## src/logic/eirp_map.vh

```
// constants for the external interrupt and reset pin block
`ifndef EIRP_MAP_VH
`define EIRP_MAP_VH

// vector table layout
`define EIRP_VEC_PAGE_W 16
`define EIRP_VEC_ADDR_W 24
`define EIRP_RESET_PAGE 16'hffff
`define EIRP_VEC_STRIDE_SH 3

// source codes, also the vector index
`define EIRP_SRC_W 3
`define EIRP_SRC_RESET 3'h0
`define EIRP_SRC_NMI 3'h1
`define EIRP_SRC_INT0 3'h2
`define EIRP_SRC_INT1 3'h3
`define EIRP_SRC_INT2 3'h4
`define EIRP_SRC_INT3 3'h5

// timer signal select values
`define EIRP_TSS_NMI 1'b0
`define EIRP_TSS_WDT 1'b1

// vector fetch length in clock cycles
`define EIRP_ACK_CYCLES 2

// reset values
`define EIRP_PIN_IDLE 1'b1
`define EIRP_ACK_N_RST 1'b1

`endif

```

## src/logic/eirp_sync.v

```verilog
// two flip-flop synchroniser for asynchronous pin levels
module eirp_sync #(
   parameter W = 1,
   parameter [W-1:0] RST_VAL = {W{1'b1}}
) (
   input wire clk_sys_in,          // system clock
   input wire rst_in,              // async reset, active high
   input wire [W-1:0] async_in,    // raw pin levels
   output wire [W-1:0] sync_out    // synchronised levels
);
   reg [W-1:0] meta_r;
   reg [W-1:0] sync_r;

   // meta_r feeds only sync_r
   always @(posedge clk_sys_in or posedge rst_in)
   begin
      if (rst_in)
      begin
         meta_r <= RST_VAL;
         sync_r <= RST_VAL;
      end
      else
      begin
         meta_r <= async_in;
         sync_r <= meta_r;
      end
   end

   assign sync_out = sync_r;
endmodule

```

## src/logic/eirp_top.v

```verilog
// external interrupt, non-maskable interrupt/watchdog pin and reset sequencing
// Summary of operation
// four maskable external interrupts are each enabled by a bit in one of two enable registers.
// a global mask bit in status register one blocks all maskable interrupts together.
// each maskable interrupt latches a pending flag that software can read and clear.
// pending interrupts are taken in a fixed order: reset, nmi, int0, int1, int2, int3.
// the non-maskable interrupt ignores every enable and mask and is always taken; here it waits for cpu_int_ready_in and is not latched in watchdog mode.
// the shared pin is the nmi input or the watchdog pin per timer signal select, nmi by default.
// in watchdog mode the watchdog timer both drives and senses the shared pin.
// the acknowledge output goes low while an accepted interrupt's vector is fetched.
// the acknowledge output is high while reset is active.
// reset halts program execution and returns control state to its reset values.
// after reset the reset vector is fetched at page ffff offset 00, address ffff00.
// external sources drive interrupt and reset lines active low and hold them long enough; rst_in here is active high.
`include "eirp_map.vh"

module eirp_top #(
   parameter ACK_CYCLES = `EIRP_ACK_CYCLES,
   parameter CNT_W = 4
) (
   input wire clk_sys_in,                       // system clock, 20 MHz
   input wire rst_in,                           // async reset, active high
   input wire [3:0] ext_int_n_in,               // maskable interrupt pins, active low
   input wire nmi_wdt_pin_in,                   // shared pin level as seen on the pad
   output reg nmi_wdt_pin_out,                  // shared pin drive value
   output reg nmi_wdt_pin_oe_out,               // shared pin drive enable, high drives
   input wire timer_signal_select_in,           // 0 nmi function, 1 watchdog function
   input wire watchdog_drive_in,                // watchdog timer output value
   input wire watchdog_oe_in,                   // watchdog timer wants to drive the pin
   output wire watchdog_pin_out,                // synchronised pin level for the watchdog
   input wire [1:0] irq_enable_reg0_in,         // enables for int0 and int1
   input wire [1:0] irq_enable_reg1_in,         // enables for int2 and int3
   input wire global_irq_mask_in,               // status register one mask, 1 blocks
   input wire [1:0] irq_flag_clr0_in,           // clear pulses for int0 and int1 flags
   input wire [1:0] irq_flag_clr1_in,           // clear pulses for int2 and int3 flags
   output wire [1:0] irq_flag_reg0_out,         // pending flags of int0 and int1
   output wire [1:0] irq_flag_reg1_out,         // pending flags of int2 and int3
   output reg nmi_pending_out,                  // nmi waiting to be taken
   input wire [15:0] vector_pointer_data_in,    // vector page for interrupts
   input wire cpu_int_ready_in,                 // core can take an interrupt this cycle
   output reg irq_ack_n_out,                    // interrupt acknowledge, active low
   output reg vec_fetch_out,                    // vector fetch in progress
   output reg [23:0] vec_addr_out,              // vector address on the program bus
   output reg [2:0] vec_src_out,                // source being served
   output reg cpu_run_out                       // core may execute
);
   localparam ST_RST_FETCH = 2'b00;
   localparam ST_IDLE = 2'b01;
   localparam ST_ACK = 2'b10;

   wire [3:0] int_sync;
   wire nmi_sync;
   reg [3:0] int_prev_r;
   reg nmi_prev_r;
   reg [3:0] flag_r;
   reg [3:0] flag_nxt;
   reg nmi_nxt;
   reg [1:0] state_r;
   reg [1:0] state_nxt;
   reg [CNT_W-1:0] cnt_r;
   reg [CNT_W-1:0] cnt_nxt;
   reg [3:0] take_clr;
   reg take_nmi;
   reg [2:0] src_sel;
   reg req_any;
   reg ack_n_nxt;
   reg fetch_nxt;
   reg [23:0] addr_nxt;
   reg [2:0] src_nxt;
   reg run_nxt;
   wire [3:0] enables;
   wire [3:0] int_fall;
   wire nmi_fall;
   wire [3:0] maskable_req;

   // vector address of a source on a given page
   function [23:0] eirp_vec_addr;
      input [15:0] page;
      input [2:0] src;
      begin
         eirp_vec_addr = {page, 8'h00} | ({21'h000000, src} << `EIRP_VEC_STRIDE_SH);
      end
   endfunction

   eirp_sync #(
      .W(4),
      .RST_VAL(4'hf)
   ) u_int_sync (
      .clk_sys_in(clk_sys_in),
      .rst_in(rst_in),
      .async_in(ext_int_n_in),
      .sync_out(int_sync)
   );

   eirp_sync #(
      .W(1),
      .RST_VAL(`EIRP_PIN_IDLE)
   ) u_nmi_sync (
      .clk_sys_in(clk_sys_in),
      .rst_in(rst_in),
      .async_in(nmi_wdt_pin_in),
      .sync_out(nmi_sync)
   );

   // shared pin: watchdog mode hands drive and sense to the timer
   always @*
   begin
      nmi_wdt_pin_out = watchdog_drive_in;
      nmi_wdt_pin_oe_out = (timer_signal_select_in == `EIRP_TSS_WDT) && watchdog_oe_in;
   end
   // idle level when the pin belongs to nmi, so the timer sees no stray edges
   assign watchdog_pin_out = (timer_signal_select_in == `EIRP_TSS_WDT) ?
                             nmi_sync : `EIRP_PIN_IDLE;

   assign enables = {irq_enable_reg1_in, irq_enable_reg0_in};
   assign int_fall = int_prev_r & ~int_sync;
   // a low nmi input is ignored while the pin serves the watchdog
   assign nmi_fall = nmi_prev_r & ~nmi_sync &
                     (timer_signal_select_in == `EIRP_TSS_NMI);
   assign maskable_req = flag_r & enables & {4{~global_irq_mask_in}};
   assign irq_flag_reg0_out = flag_r[1:0];
   assign irq_flag_reg1_out = flag_r[3:2];

   // fixed priority pick; nmi sits above all maskable sources
   always @*
   begin
      take_clr = 4'h0;
      take_nmi = 1'b0;
      src_sel = `EIRP_SRC_NMI;
      req_any = 1'b1;
      if (nmi_pending_out)
      begin
         take_nmi = 1'b1;
         src_sel = `EIRP_SRC_NMI;
      end
      else if (maskable_req[0])
      begin
         take_clr = 4'h1;
         src_sel = `EIRP_SRC_INT0;
      end
      else if (maskable_req[1])
      begin
         take_clr = 4'h2;
         src_sel = `EIRP_SRC_INT1;
      end
      else if (maskable_req[2])
      begin
         take_clr = 4'h4;
         src_sel = `EIRP_SRC_INT2;
      end
      else if (maskable_req[3])
      begin
         take_clr = 4'h8;
         src_sel = `EIRP_SRC_INT3;
      end
      else
      begin
         req_any = 1'b0;
      end
   end

   always @*
   begin
      state_nxt = state_r;
      cnt_nxt = cnt_r;
      ack_n_nxt = irq_ack_n_out;
      fetch_nxt = vec_fetch_out;
      addr_nxt = vec_addr_out;
      src_nxt = vec_src_out;
      run_nxt = cpu_run_out;
      flag_nxt = flag_r;
      nmi_nxt = nmi_pending_out;
      case (state_r)
         ST_RST_FETCH:
         begin
            // first cycle after release: core still halted, reset vector on the bus
            ack_n_nxt = 1'b0;
            fetch_nxt = 1'b1;
            addr_nxt = eirp_vec_addr(`EIRP_RESET_PAGE, `EIRP_SRC_RESET);
            src_nxt = `EIRP_SRC_RESET;
            cnt_nxt = ACK_CYCLES[CNT_W-1:0] - {{(CNT_W-1){1'b0}}, 1'b1};
            state_nxt = ST_ACK;
         end
         ST_IDLE:
         begin
            if (cpu_int_ready_in && req_any)
            begin
               ack_n_nxt = 1'b0;
               fetch_nxt = 1'b1;
               addr_nxt = eirp_vec_addr(vector_pointer_data_in, src_sel);
               src_nxt = src_sel;
               cnt_nxt = ACK_CYCLES[CNT_W-1:0] - {{(CNT_W-1){1'b0}}, 1'b1};
               flag_nxt = flag_r & ~take_clr;
               if (take_nmi)
               begin
                  nmi_nxt = 1'b0;
               end
               state_nxt = ST_ACK;
            end
         end
         ST_ACK:
         begin
            if (cnt_r == {CNT_W{1'b0}})
            begin
               ack_n_nxt = 1'b1;
               fetch_nxt = 1'b0;
               run_nxt = 1'b1;
               state_nxt = ST_IDLE;
            end
            else
            begin
               cnt_nxt = cnt_r - {{(CNT_W-1){1'b0}}, 1'b1};
            end
         end
         default:
         begin
            state_nxt = ST_IDLE;
         end
      endcase
      // software clear, then new edges: an edge in the clearing cycle still sets
      flag_nxt = (flag_nxt & ~{irq_flag_clr1_in, irq_flag_clr0_in}) | int_fall;
      nmi_nxt = nmi_nxt | nmi_fall;
   end

   always @(posedge clk_sys_in or posedge rst_in)
   begin
      if (rst_in)
      begin
         state_r <= ST_RST_FETCH;
         cnt_r <= {CNT_W{1'b0}};
         irq_ack_n_out <= `EIRP_ACK_N_RST;
         vec_fetch_out <= 1'b0;
         vec_addr_out <= 24'h000000;
         vec_src_out <= `EIRP_SRC_RESET;
         cpu_run_out <= 1'b0;
         flag_r <= 4'h0;
         nmi_pending_out <= 1'b0;
         int_prev_r <= 4'hf;
         nmi_prev_r <= `EIRP_PIN_IDLE;
      end
      else
      begin
         state_r <= state_nxt;
         cnt_r <= cnt_nxt;
         irq_ack_n_out <= ack_n_nxt;
         vec_fetch_out <= fetch_nxt;
         vec_addr_out <= addr_nxt;
         vec_src_out <= src_nxt;
         cpu_run_out <= run_nxt;
         flag_r <= flag_nxt;
         nmi_pending_out <= nmi_nxt;
         int_prev_r <= int_sync;
         nmi_prev_r <= nmi_sync;
      end
   end
endmodule

```

## config.mk

```make
export PLATFORM = sky130hd
export DESIGN_NAME = eirp_top
export DESIGN_NICKNAME = d
export VERILOG_FILES = /design/src/logic/eirp_sync.v /design/src/logic/eirp_top.v
export VERILOG_INCLUDE_DIRS = /design/src /design/src/logic
export SDC_FILE = /design/constraint.sdc
export NUM_CORES = 1
export LEC_CHECK = 0
export ABC_AREA = 0
export BUFFER_PORTS_ARGS = -buffer_cell sky130_fd_sc_hd__buf_2
export CAP_MARGIN = 15
export CORE_MARGIN = 5
export CORE_UTILIZATION = 50
export DETAILED_ROUTE_END_ITERATION = 16
export PLACE_DENSITY = 0.82
export SYNTH_ARGS = -nofsm -noshare
export SYNTH_HDL_FRONTEND = slang
export SYNTH_SLANG_ARGS = --single-unit
```

## constraint.sdc

```tcl
create_clock -name clk_sys_in -period 4.55 [get_ports clk_sys_in]
set_input_delay 0.6825 -clock clk_sys_in [delete_from_list [all_inputs] [get_ports clk_sys_in]]
set_output_delay 0.6825 -clock clk_sys_in [all_outputs]
set_load 0.03 [all_outputs]
```

==> run_results.csv <==
group,metric,value,unit
placement,dp_hpwl,2770,um
power,vdd_drop_max,425,uV
finish,drive_gt1_frac,0.486,
cts,clk_path_buf_depth,2,
worst_setup_path,critPathLaunchType,"flip-flop",
floorplanning,io_pins,74,
placement,place_area,2220,um2
power,power_density,651,nW/um2
yosys,synth.avg_cell_area,12.9,um2
floorplanning,die_h,71.8,um
worst_setup_path,worstSetupEndpointType,"primary output",
yosys,yosysSeqAreaShare,0.640,
worst_setup_path,critPathKind,"reg2out",
floorplanning,start_util,0.518,
finish,nNetsFinal,251,
global_routing,grt_pass1_wl,6090,um
worst_setup_path,critPathRequiredTime,3.87,ns
yosys,yosysTopAreaCell,"dfrtp_1",
detailed_routing,viasPerCell,4.87,
detailed_routing,routed-via-count,1275,
finish,final_util,0.632,
worst_setup_path,worst_path_largest_cell_delay,0.55,ns
finish,design_area,2330,um2
worst_setup_path,worstReg2RegEnd,"vec_addr_out[19]",
power,cellLeakagePower,1.05,nW
worst_hold_path,hold_start,"u_int_sync.meta_r[2]",
cts,clockRootBuffer,"clkbuf_8",
worst_setup_path,crit_slowest_cell,"dfstp_2",
worst_setup_path,crit_family,"flip-flops",
global_routing,grt_max_degree,49,
global_routing,antenna_found_initial,0,
cts,cts_num_sinks,48,
power,p_clk_frac,0.188,
yosys,synthCells,148,
detailed_routing,routed_wl,3710,um
worst_setup_path,crit_end,"watchdog_pin_out",
cts,cts_buffers,5,
cts,h-tree-depth,2,
sta,min_period,1.87,ns
finish,areaGrowthSynthToFinish,22.1,%
yosys,synth_top_area_share,0.419,
sta,finalWorstSetupSlack,2.68,ns
yosys,ys_top_cells_by_area,"dfrtp_1, dfstp_2, o22a_2, o22a_1, buf_4",
sta,max_slew_margin,0.381,
detailed_routing,drc,0,
worst_setup_path,r2r_start,"flag_r[1]",
power,sw_frac_of_total,0.403,
worst_setup_path,crit_chain,"nand2b_1 > buf_2",
power,seq_power_share,0.420,
sta,setup_tns,0,ns
power,p_comb_frac,0.392,
floorplanning,die-area,5150,um2
sta,post-route-period-util,0.410,
sta,hold_viol,0,
global_routing,grt_pass1_vias,1329,
job,drv_cap,0,
cts,clk-insertion-delay-late,0.30,ns
floorplanning,die_x,71.8,um
cts,clk_pin_slew,0.09,ns
cts,cts_tree,"done",
worst_setup_path,reg2reg_slack,2.76,ns
worst_setup_path,cp_max_fo,3,
yosys,ys_warn_count,0,
sta,tightest_slew,0.927,ns
yosys,yosys_register_bits,48,
detailed_routing,firstDrtPassIters,4,
floorplanning,std_cell_rows,22,
finish,nFillCells,312,
floorplanning,coreArea,3690,um2
placement,dp_slack,2.38,ns
power,p_switching,0.612,mW
global_routing,track_usage,0.153,
cts,cts_hold_buf,0,
power,p_int,0.907,mW
worst_setup_path,path_buf_inv,1,
worst_hold_path,min_path_type,"reg2reg",
worst_setup_path,startpoint,"u_nmi_sync.sync_out",
cts,cts_setup_buffers,0,
cts,cts_resized,0,
worst_setup_path,crit_arrival,1.18,ns
detailed_routing,wire_per_inst,14.1,um
sta,drv_slew,0,
detailed_routing,ant_nets,0,
worst_setup_path,path_depth,2,
global_routing,gr-total-overflow,0,
sta,skew,0.00989,ns
status,status,"finished, final reports clean",
yosys,yosysUniqueCellTypes,36,
worst_setup_path,r2r_cells,4,
placement,gp_congestion,0.713,
sta,setup_viol,0,
placement,port_buffers,66,
finish,n_antenna_cell,0,
detailed_routing,first_iter_violations,21,
yosys,synthesis.area,1910,um2
sta,max_freq,536,MHz
sta,rsz0062_at_grt,"false",
-- Yosys cell counts, drive strengths merged --
cell and count:
a211o 2, a21boi 1, a21o 1, a21oi 1
a22o 1, a22oi 2, a311o 1, a31oi 1
a32o 2, and2 2, and4bb 1, buf 12
conb 1, dfrtp 32, dfstp 16, ha 2
inv 16, nand2 8, nand2b 5, nand3 3
nand3b 1, nor2 5, nor2b 1, nor3 2
o21a 2, o21ai 4, o21bai 2, o22a 16
o22ai 2, or3b 1, xor2 2
-- through the flow --
stage / power, mW / hold WS, ns / cells
2_1_floorplan: 1.11 / 0.345 / 152
3_3_place_gp: 1.23 / 0.346 / 254
3_5_place_dp: 1.25 / 0.348 / 254
4_1_cts: 1.54 / 0.361 / 262
5_1_grt: 1.61 / 0.367 / 262
6_report: 1.52 / 0.359 / 262
-- cell families (layout without fill, tap and decap cells) --
family,Yosys count,count (layout),share of synthesized area
buffers and inverters,28,90,0.0813
XOR/XNOR,2,2,0.00918
AND/OR/NAND/NOR,29,29,0.0799
adder cells (fa/ha/maj),2,2,0.0131
flip-flops,48,48,0.640
other,1,5,0.00196
AO/OA/AOI/OAI,38,38,0.175
-- registers in the layout (all words and copies together) (netlist names), 2 cells and up --
signal / flops
u_int_sync.meta_r: 4
u_int_sync.sync_out: 4
cnt_r: 4
vec_addr_out: 17
flag_r: 4
state_r: 2
int_prev_r: 4
vec_src_out: 2
-- placed cells by master (no fill, tap or decap), types with 3 or more instances in the layout --
cell / instances
buf_2: 66
clkbuf_8: 5
conb_1: 5
dfrtp_1: 32
dfstp_2: 16
inv_1: 15
nand2_1: 8
nand2b_1: 5
nand3_1: 3
nor2_1: 5
o21ai_0: 4
o22a_1: 8
o22a_2: 8
-- worst reg2reg max path, stage by stage, from the launching register on --
cell     delay [ns]
dfrtp_1        0.41
a22oi_2        0.12
a211o_1        0.33
a31oi_4        0.62
o22a_2         0.25
-- area by class of cell --
cell class                      count  area (um2)  area share
Clock buffer                        6        93.8      0.0403
Clock inverter                      2        17.5     0.00751
Inverter                           16        60.1      0.0258
Multi-Input combinational cell     76         548       0.235
Sequential cell                    48        1220       0.524
Tap cell                           48        60.1      0.0258
Timing Repair Buffer               66         330       0.142
-- power by group through the flow --
| stage | clock network [mW] | registers, mW | logic, mW |
|---|---|---|---|
| final | 0.286 | 0.638 | 0.595 |
| after global routing | 0.311 | 0.658 | 0.639 |
| after CTS | 0.294 | 0.640 | 0.603 |
| after detailed placement | 0 | 0.645 | 0.601 |
| after global placement | 0 | 0.643 | 0.591 |
| after floorplan | 0 | 0.824 | 0.281 |
-- worst min-delay path by stage --
| stage | endpoint | depth (start not counted) | slack (ns) |
|---|---|---|---|
| global placement | u_int_sync.sync_out[0] | 0 | 0.35 |
| finish | u_int_sync.sync_out[2] | 0 | 0.36 |
| detailed placement | u_int_sync.sync_out[2] | 0 | 0.35 |
| CTS | u_int_sync.sync_out[2] | 0 | 0.36 |
| floorplan | u_int_sync.sync_out[0] | 0 | 0.35 |
| global route | u_int_sync.sync_out[3] | 0 | 0.37 |
-- metal layers --
layer / vias up / global-route usage / wire length (um) / part of all wire
li1: 623 / - / - / -
met1: 591 / 0.190 / 1430 / 0.39
met2: 55 / 0.240 / 1830 / 0.49
met3: 6 / 0.0533 / 380 / 0.10
met4: 0 / 0.0689 / 58 / 0.016
met5: - / 0 / 0 / 0
Note: power is estimated with default switching activity, not from simulation.
